==> src/logic/tcu_pkg.sv <==
// package: register map, field layout and codes of the timer/counter unit
package tcu_pkg;
  // register byte offsets
  localparam logic [7:0] OFS_COUNT     = 8'h00;
  localparam logic [7:0] OFS_CMP_A     = 8'h04;
  localparam logic [7:0] OFS_CMP_B     = 8'h08;
  localparam logic [7:0] OFS_CTRL_A    = 8'h0c;
  localparam logic [7:0] OFS_CTRL_B    = 8'h10;
  localparam logic [7:0] OFS_FLAGS     = 8'h14;
  localparam logic [7:0] OFS_MASK      = 8'h18;
  // field positions
  localparam int WGM_LO_POS   = 0;  // control_a_reg[1:0]
  localparam int CS_POS       = 0;  // control_b_reg[2:0]
  localparam int WGM_HI_POS   = 3;  // control_b_reg[3]
  localparam int PRE_RST_POS  = 7;  // control_b_reg[7], self clearing
  localparam int OVF_POS      = 0;
  localparam int CMPA_POS     = 1;
  localparam int CMPB_POS     = 2;
  // reset values
  localparam logic [7:0] RST_BYTE  = 8'h00;
  localparam logic [2:0] RST_FLAGS = 3'h0;
  // clock select codes
  localparam logic [2:0] CS_STOP   = 3'h0;
  localparam logic [2:0] CS_DIRECT = 3'h1;
  localparam logic [2:0] CS_DIV8   = 3'h2;
  localparam logic [2:0] CS_DIV64  = 3'h3;
  localparam logic [2:0] CS_DIV256 = 3'h4;
  localparam logic [2:0] CS_DIV1K  = 3'h5;
  localparam logic [2:0] CS_EXT_FALL = 3'h6;
  localparam logic [2:0] CS_EXT_RISE = 3'h7;
  // prescaler tap widths: divisor = 2**width
  localparam int PRE_W     = 10;
  localparam int TAP8_W    = 3;
  localparam int TAP64_W   = 6;
  localparam int TAP256_W  = 8;
  localparam int TAP1K_W   = 10;
  // waveform modes
  localparam logic [2:0] WGM_NORMAL  = 3'h0;
  localparam logic [2:0] WGM_PC_FF   = 3'h1;
  localparam logic [2:0] WGM_CTC     = 3'h2;
  localparam logic [2:0] WGM_FAST_FF = 3'h3;
  localparam logic [2:0] WGM_PC_OCR  = 3'h5;
  localparam logic [2:0] WGM_FAST_OCR = 3'h7;
  // counter extremes
  localparam logic [7:0] CNT_BOTTOM = 8'h00;
  localparam logic [7:0] CNT_MAX    = 8'hff;
  // axi responses
  localparam logic [1:0] RESP_OKAY   = 2'h0;
  localparam logic [1:0] RESP_SLVERR = 2'h2;
endpackage

==> src/logic/tcu_timer.sv <==
// timer/counter unit: clock select, counter, compare, flags, axi4-lite regs
//
// The placing of the registers and register access over AXI4-Lite were left to the implementer.
`timescale 1ns/100ps
module tcu_timer
  import tcu_pkg::*;
(
  input  wire logic        core_clk,           // system clock, 100 MHz
  input  wire logic        arst_n,             // async reset, active low
  input  wire logic [7:0]  s_axi_awaddr,       // write address
  input  wire logic        s_axi_awvalid,      // write address valid
  output logic             s_axi_awready,      // write address ready
  input  wire logic [31:0] s_axi_wdata,        // write data
  input  wire logic [3:0]  s_axi_wstrb,        // write strobes
  input  wire logic        s_axi_wvalid,       // write data valid
  output logic             s_axi_wready,       // write data ready
  output logic [1:0]       s_axi_bresp,        // write response
  output logic             s_axi_bvalid,       // write response valid
  input  wire logic        s_axi_bready,       // write response ready
  input  wire logic [7:0]  s_axi_araddr,       // read address
  input  wire logic        s_axi_arvalid,      // read address valid
  output logic             s_axi_arready,      // read address ready
  output logic [31:0]      s_axi_rdata,        // read data
  output logic [1:0]       s_axi_rresp,        // read response
  output logic             s_axi_rvalid,       // read data valid
  input  wire logic        s_axi_rready,       // read data ready
  input  wire logic        external_count_pin, // asynchronous count input
  input  wire logic [2:0]  irq_ack,            // per-source service pulses
  output logic             irq_overflow,       // masked overflow request
  output logic             irq_compare_a,      // masked compare a request
  output logic             irq_compare_b,      // masked compare b request
  output logic             wave_out_a,         // toggles on compare a flag
  output logic             wave_out_b,         // toggles on compare b flag
  output logic             at_bottom,          // counter is 0x00
  output logic             at_max,             // counter is 0xff
  output logic             at_top              // counter is at top_val: compare a when mode bit 2 is set (modes 4 to 7), else 0xff
);

  logic [7:0]       count_value;
  logic [7:0]       compare_a_value;
  logic [7:0]       compare_b_value;
  logic [7:0]       control_a_reg;
  logic [7:0]       control_b_reg;
  logic [2:0]       timer_flag_reg;
  logic [2:0]       timer_mask_reg;
  logic [7:0]       aw_addr;
  logic [31:0]      w_data;
  logic [3:0]       w_strb;
  logic             wr_go;
  logic             wr_hit;
  logic             cnt_wr;
  logic [PRE_W-1:0] pre_cnt;
  logic             pin_s1;
  logic             pin_s2;
  logic             pin_prev;
  logic             timer_tick;
  logic [2:0]       clock_select_field;
  logic [2:0]       waveform_mode_field;
  logic [7:0]       top_val;
  logic             count_up;
  logic             next_up;
  logic [7:0]       next_count;
  logic             ovf_evt;
  logic             match_a;
  logic             match_b;
  logic             match_block;
  logic [2:0]       flag_set;
  logic [2:0]       flag_clr;

  assign clock_select_field = control_b_reg[CS_POS +: 3];
  assign waveform_mode_field = {control_b_reg[WGM_HI_POS],
                                control_a_reg[WGM_LO_POS +: 2]};
  assign top_val = waveform_mode_field[2] ? compare_a_value : CNT_MAX;

  // ---------------- axi4-lite write channel ----------------
  // both address and data held until the single response is taken
  assign wr_go  = !s_axi_awready && !s_axi_wready && !s_axi_bvalid;
  assign wr_hit = aw_addr == OFS_COUNT || aw_addr == OFS_CMP_A ||
                  aw_addr == OFS_CMP_B || aw_addr == OFS_CTRL_A ||
                  aw_addr == OFS_CTRL_B || aw_addr == OFS_FLAGS ||
                  aw_addr == OFS_MASK;
  assign cnt_wr = wr_go && w_strb[0] && aw_addr == OFS_COUNT;

  always_ff @(posedge core_clk or negedge arst_n) begin
    if (!arst_n) begin
      s_axi_awready <= 1'b1;
      aw_addr       <= 8'h00;
    end else if (s_axi_awvalid && s_axi_awready) begin
      s_axi_awready <= 1'b0;
      aw_addr       <= s_axi_awaddr;
    end else if (s_axi_bvalid && s_axi_bready) begin
      s_axi_awready <= 1'b1;
    end
  end

  always_ff @(posedge core_clk or negedge arst_n) begin
    if (!arst_n) begin
      s_axi_wready <= 1'b1;
      w_data       <= 32'h0000_0000;
      w_strb       <= 4'h0;
    end else if (s_axi_wvalid && s_axi_wready) begin
      s_axi_wready <= 1'b0;
      w_data       <= s_axi_wdata;
      w_strb       <= s_axi_wstrb;
    end else if (s_axi_bvalid && s_axi_bready) begin
      s_axi_wready <= 1'b1;
    end
  end

  always_ff @(posedge core_clk or negedge arst_n) begin
    if (!arst_n) begin
      s_axi_bvalid <= 1'b0;
      s_axi_bresp  <= RESP_OKAY;
    end else if (wr_go) begin
      s_axi_bvalid <= 1'b1;
      s_axi_bresp  <= wr_hit ? RESP_OKAY : RESP_SLVERR;
    end else if (s_axi_bready) begin
      s_axi_bvalid <= 1'b0;
    end
  end

  always_ff @(posedge core_clk or negedge arst_n) begin
    if (!arst_n) begin
      compare_a_value <= RST_BYTE;
      compare_b_value <= RST_BYTE;
      control_a_reg   <= RST_BYTE;
      control_b_reg   <= RST_BYTE;
      timer_mask_reg  <= RST_FLAGS;
    end else begin
      control_b_reg[PRE_RST_POS] <= 1'b0;
      if (wr_go && w_strb[0]) begin
        unique case (aw_addr)
          OFS_CMP_A:  compare_a_value <= w_data[7:0];
          OFS_CMP_B:  compare_b_value <= w_data[7:0];
          OFS_CTRL_A: control_a_reg   <= w_data[7:0];
          OFS_CTRL_B: control_b_reg   <= w_data[7:0];
          OFS_MASK:   timer_mask_reg  <= w_data[2:0];
          default: ;
        endcase
      end
    end
  end

  // ---------------- axi4-lite read channel ----------------
  always_ff @(posedge core_clk or negedge arst_n) begin
    if (!arst_n) begin
      s_axi_arready <= 1'b1;
      s_axi_rvalid  <= 1'b0;
      s_axi_rdata   <= 32'h0000_0000;
      s_axi_rresp   <= RESP_OKAY;
    end else if (s_axi_arvalid && s_axi_arready) begin
      s_axi_arready <= 1'b0;
      s_axi_rvalid  <= 1'b1;
      s_axi_rresp   <= RESP_OKAY;
      s_axi_rdata   <= 32'h0000_0000;
      unique case (s_axi_araddr)
        OFS_COUNT:  s_axi_rdata[7:0] <= count_value;
        OFS_CMP_A:  s_axi_rdata[7:0] <= compare_a_value;
        OFS_CMP_B:  s_axi_rdata[7:0] <= compare_b_value;
        OFS_CTRL_A: s_axi_rdata[7:0] <= control_a_reg;
        OFS_CTRL_B: s_axi_rdata[7:0] <= control_b_reg;
        OFS_FLAGS:  s_axi_rdata[2:0] <= timer_flag_reg;
        OFS_MASK:   s_axi_rdata[2:0] <= timer_mask_reg;
        default:    s_axi_rresp      <= RESP_SLVERR;
      endcase
    end else if (s_axi_rvalid && s_axi_rready) begin
      s_axi_rvalid  <= 1'b0;
      s_axi_arready <= 1'b1;
    end
  end

  // ---------------- clock sources ----------------
  // free-running prescaler, only the reset bit touches it
  always_ff @(posedge core_clk or negedge arst_n) begin
    if (!arst_n)
      pre_cnt <= '0;
    else if (control_b_reg[PRE_RST_POS])
      pre_cnt <= '0;
    else
      pre_cnt <= pre_cnt + PRE_W'(1);
  end

  // two-stage synchroniser; the latch is replaced by a second flop
  always_ff @(posedge core_clk or negedge arst_n) begin
    if (!arst_n) begin
      pin_s1   <= 1'b0;
      pin_s2   <= 1'b0;
      pin_prev <= 1'b0;
    end else begin
      pin_s1   <= external_count_pin;
      pin_s2   <= pin_s1;
      pin_prev <= pin_s2;
    end
  end

  // tick selection; external edges bypass the prescaler
  always_comb begin
    unique case (clock_select_field)
      CS_STOP:     timer_tick = 1'b0;
      CS_DIRECT:   timer_tick = 1'b1;
      CS_DIV8:     timer_tick = &pre_cnt[TAP8_W-1:0];
      CS_DIV64:    timer_tick = &pre_cnt[TAP64_W-1:0];
      CS_DIV256:   timer_tick = &pre_cnt[TAP256_W-1:0];
      CS_DIV1K:    timer_tick = &pre_cnt[TAP1K_W-1:0];
      // edge seen two to three clocks after the pin moves
      CS_EXT_FALL: timer_tick = pin_prev && !pin_s2;
      CS_EXT_RISE: timer_tick = pin_s2 && !pin_prev;
    endcase
  end

  // ---------------- counter unit ----------------
  // clear, increment or decrement per mode
  always_comb begin
    next_count = count_value;
    next_up    = count_up;
    ovf_evt    = 1'b0;
    if (timer_tick) begin
      unique case (waveform_mode_field)
        WGM_CTC: begin
          next_count = (count_value == compare_a_value) ? CNT_BOTTOM
                                                        : count_value + 8'h01;
          ovf_evt    = count_value == CNT_MAX;
        end
        WGM_FAST_FF, WGM_FAST_OCR: begin
          next_count = (count_value == top_val) ? CNT_BOTTOM
                                                : count_value + 8'h01;
          ovf_evt    = count_value == top_val;
        end
        WGM_PC_FF, WGM_PC_OCR: begin
          if (count_up && count_value == top_val)
            next_up = 1'b0;
          else if (!count_up && count_value == CNT_BOTTOM)
            next_up = 1'b1;
          next_count = next_up ? count_value + 8'h01 : count_value - 8'h01;
          // overflow at bottom in dual-slope modes
          ovf_evt    = !count_up && count_value == CNT_BOTTOM;
        end
        default: begin
          // normal mode and reserved codes wrap upward
          next_count = count_value + 8'h01;
          ovf_evt    = count_value == CNT_MAX;
        end
      endcase
    end
    // cpu write wins over any clear or count
    if (cnt_wr)
      next_count = w_data[7:0];
  end

  always_ff @(posedge core_clk or negedge arst_n) begin
    if (!arst_n) begin
      count_value <= RST_BYTE;
      count_up    <= 1'b1;
      at_bottom   <= 1'b1;
      at_max      <= 1'b0;
      at_top      <= 1'b0;
    end else begin
      count_value <= next_count;
      count_up    <= next_up;
      at_bottom   <= next_count == CNT_BOTTOM;
      at_max      <= next_count == CNT_MAX;
      at_top      <= next_count == top_val;
    end
  end

  // ---------------- compare and flags ----------------
  // block lasts until the next tick, so a stopped timer still blocks
  always_ff @(posedge core_clk or negedge arst_n) begin
    if (!arst_n)
      match_block <= 1'b0;
    else if (cnt_wr)
      match_block <= 1'b1;
    else if (timer_tick)
      match_block <= 1'b0;
  end

  assign match_a = count_value == compare_a_value && !match_block;
  assign match_b = count_value == compare_b_value && !match_block;

  // flags set on the tick following the match
  assign flag_set[CMPA_POS] = timer_tick && match_a;
  assign flag_set[CMPB_POS] = timer_tick && match_b;
  // overflow per mode; a written counter suppresses its own tick
  assign flag_set[OVF_POS]  = ovf_evt && !cnt_wr;
  // write-one clears and service acknowledge clears
  assign flag_clr = irq_ack |
                    ((wr_go && w_strb[0] && aw_addr == OFS_FLAGS) ?
                     w_data[2:0] : 3'h0);

  // set beats a clear in the same cycle
  always_ff @(posedge core_clk or negedge arst_n) begin
    if (!arst_n)
      timer_flag_reg <= RST_FLAGS;
    else
      timer_flag_reg <= (timer_flag_reg & ~flag_clr) | flag_set;
  end

  always_ff @(posedge core_clk or negedge arst_n) begin
    if (!arst_n) begin
      irq_overflow  <= 1'b0;
      irq_compare_a <= 1'b0;
      irq_compare_b <= 1'b0;
    end else begin
      irq_overflow  <= timer_flag_reg[OVF_POS]  && timer_mask_reg[OVF_POS];
      irq_compare_a <= timer_flag_reg[CMPA_POS] && timer_mask_reg[CMPA_POS];
      irq_compare_b <= timer_flag_reg[CMPB_POS] && timer_mask_reg[CMPB_POS];
    end
  end

  // minimal waveform: frequency-generator toggle per compare event
  always_ff @(posedge core_clk or negedge arst_n) begin
    if (!arst_n) begin
      wave_out_a <= 1'b0;
      wave_out_b <= 1'b0;
    end else begin
      wave_out_a <= wave_out_a ^ flag_set[CMPA_POS];
      wave_out_b <= wave_out_b ^ flag_set[CMPB_POS];
    end
  end
endmodule // tcu_timer

==> config.mk <==
export PLATFORM = sky130hd
export DESIGN_NAME = tcu_timer
export DESIGN_NICKNAME = d
export VERILOG_FILES = /design/src/logic/tcu_pkg.sv /design/src/logic/tcu_timer.sv
export SDC_FILE = /design/constraint.sdc
export NUM_CORES = 1
export LEC_CHECK = 0
export BUFFER_PORTS_ARGS = -buffer_cell sky130_fd_sc_hd__buf_2
export CAP_MARGIN = 20
export CELL_PAD_IN_SITES_DETAIL_PLACEMENT = 1
export CELL_PAD_IN_SITES_GLOBAL_PLACEMENT = 1
export CORE_AREA = 2 2 118 120
export CTS_CLUSTER_SIZE = 8
export DETAILED_ROUTE_END_ITERATION = 8
export DIE_AREA = 0 0 120 122
export PLACE_DENSITY_LB_ADDON = 0.1
export REMOVE_ABC_BUFFERS = 1
export SLEW_MARGIN = 20
export SYNTH_ARGS = -nofsm -noshare
export SYNTH_HDL_FRONTEND = slang
export SYNTH_SLANG_ARGS = --single-unit
export TNS_END_PERCENT = 100
==> constraint.sdc <==
create_clock -name core_clk -period 3.8 [get_ports core_clk]
set_clock_uncertainty 0.2 [all_clocks]
set_input_delay 0 -clock core_clk [delete_from_list [all_inputs] [get_ports core_clk]]
set_output_delay 0 -clock core_clk [all_outputs]
set_load 0.005 [all_outputs]
==> results.yml <==
cts:
  htreeDepth: 3
  clk_latency_ns: 0.36
  cts_buffers: 9
  clock-sinks: 101
  clockBufferDepth: 2
  clk_pin_slew_ns: 0.07
  cts_root_buf: "clkbuf_16"
  cts_tree: "done"
route:
  drtPass1Iterations: 7
  vias: 4815
  drc: 0
  wirelength_um: 17000
  wl_per_cell_um: 19.8
  vias_per_cell: 5.63
  dr.first_iter.drc_count: 271
  ant_nets: 0
floorplan:
  start_util_pct: 41.9
  ios: 112
  dieArea_um2: 14600
  core_area_um2: 13500
  dieWidth_um: 120
  die_y_um: 122
  num_rows: 43
setup_path:
  crit_path_start_kind: "flop"
  crit_arrival_ns: 3.55
  path_class: "flop to flop"
  endpoint_kind: "flop"
  cp.buffers_inverters: 1
  cp.required_ns: 3.84
  crit_slowest_cell: "dfrtp_1"
  crit_family: "simple AND/OR/NAND/NOR gates"
  slowest_delay_ns: 0.46
  crit_chain: "nor2b_1, and4b_1, o32ai_2, o21ai_1, buf_4, nand2_1, or4b_1, o311ai_2, a31oi_4, or3_1, a2111oi_2"
  crit_fanout: 11
yosys:
  yosys_warnings: 0
  yosys.cell_types.count: 68
  ys_async_sr_fraction_pct: 100
  synth.area.top_cells: "dfrtp_1 42%, mux2_2 8.8%, buf_4 3.8%, nand2_1 3.6%, nor2_1 2.5%"
  synth_edf_count: 0
  yosysTopAreaCell: "dfrtp_1"
  synthCells: 563
  ys_dominant_reg_cell: "dfrtp_1"
  synth.top_cell.area_share_pct: 42.4
  synth_seq_cells: 101
  syn_area_per_cell_um2: 10.1
  ys_seq_area_share_pct: 44.8
  syn_area_um2: 5660
pwr:
  peakVddDrop_mv: 0.275
  power.static_leakage_nw: 3.03
  power.density_nw_per_um2: 578
global_route:
  grt_pass1_wl_um: 27800
  grt.total_usage_pct: 24.8
  grt_max_degree: 82
  grt_pass1_vias: 5109
  antenna_found_initial: 0
  grt.overflow.total: 0
timing:
  rsz0062_at_grt: "false"
  setup-tns-final_ns: 0
  fmax_ghz: 0.285
  hold_viol: 0
  fin_ws_ns: 0.295
  slew_viol_final: 0
  relSlewSlack_pct: 33.8
  min_period_ns: 3.50
  fin_crit_sh_pct: 92.2
  tightestPinTransition_ns: 0.990
  whs_ns: 0.0450
  setup_viol: 0
cells_and_area:
  final_cell_mix: "96 x dfrtp_1, 57 x buf_2, 54 x nand2_1, 44 x mux2_2, 37 x nor2_1"
  areaGrowthSynthToFinish_pct: 21.2
  antenna_cells: 0
  fin_nets: 738
  top_register: "pre_cnt"
  largest_reg_flops: 10
  design_area_um2: 6860
  layout_commonest_cell: "dfrtp_1"
  layout-drive-gt1-share_pct: 25.9
place:
  globalplace.congestion: 0.932
  dpl_cell_area_um2: 6190
  dp_worst_setup_slack_ns: 0.118
  dpl.hpwl_um: 12700
  io_buffers: 58
job:
  drv_cap: 0
min_path:
  hold_class: "input port to flop"
status:
  status: "complete, no violations"
## layout make-up
cell class                      count  area (um^2)
Tap cell                          180          225
Sequential cell                   101         2530
Clock inverter                      6         95.1
Clock buffer                       10          229
Timing Repair Buffer              121          852
Inverter                           22         82.6
Multi-Input combinational cell    415         2840
Fill cell                        1551         6640
## tightest hold or removal path: stages
cell,delay (ns)
buf_2,0.15
nor4_2,0.12
a22oi_1,0.20
a31oi_1,0.10
## synth_stat cells, types with 4 or more instances
cell	number
and2_1	6
nand3b_1	6
a21o_1	4
nand4_1	6
o21ai_0	14
a222oi_1	8
and3_1	4
nor4_1	13
nor3_1	16
mux2i_1	6
a21oi_1	18
nor2_1	38
dfstp_2	5
inv_1	21
xnor2_1	15
a31oi_1	13
or3_1	8
o21ai_1	5
dfrtp_1	96
buf_2	5
xor2_1	15
clkbuf_1	14
mux2_2	44
a22oi_1	12
a211oi_1	4
nand2_1	54
buf_4	29
nand3_1	14
ha_1	5
## what timing repair did
item	CTS	global route
buffers inserted	0	0
setup endpoints to repair	0	2
hold buffers	33	0
resized for setup	0	2
endpoints found under the hold margin	105	0
## where the power goes
part / switching (W) / total, W / internal [W]
combinational: 0.000628 / 0.00121 / 0.000578
sequential: 0.000387 / 0.00174 / 0.00135
clock: 0.000435 / 0.00102 / 0.000585
total: 0.00145 / 0.00396 / 0.00251
## cell families (layout without fill, tap and decap cells)
kind of cell	after synthesis	count (layout)	share of synthesized area [%]
XOR/XNOR	30	30	4.64
multiplexers	50	50	9.81
AND/OR/NAND/NOR	188	188	16.8
buffers and inverters	72	159	6.94
AO/OA/AOI/OAI	116	116	15.9
adder cells (fa/ha/maj)	5	5	1.10
flip-flops	101	101	44.8
other	1	26	0.0662
## per-stage QoR
step	instances	power (W)	utilization (%)
finish	855	0.00396	50.8
global route	855	0.00422	50.8
CTS	855	0.00398	50.7
detailed placement	806	0.00291	45.9
global placement	806	0.00285	45.9
floorplan	538	0.00235	-
## metal layers
metal  global-route usage [%]  wire (um)  share of wire (%)  up-vias
li1                         -          -                  -     2205
met1                     32.2       7430                 44     2411
met2                     41.7       8160                 48      167
met3                     4.92        969                5.7       32
met4                     8.31        395                2.3        0
met5                        0          0                  0        -
## path summary, 6_finish.rpt
check                                       from                to  slack [ns]  depth (start not counted)
worst max-delay path            control_b_reg[3]            at_top        0.30                         11
worst min-delay path             s_axi_araddr[3]    s_axi_rdata[7]        0.04                          4
worst max register to register  control_b_reg[3]            at_top        0.30                         11
worst min register to register            pin_s1            pin_s2        0.15                          0
max in group asynchronous                 arst_n  control_b_reg[3]        2.53                          3
min in group asynchronous                 arst_n        pre_cnt[4]        0.05                          2
No activity file was read; power rests on OpenSTA's default activity.
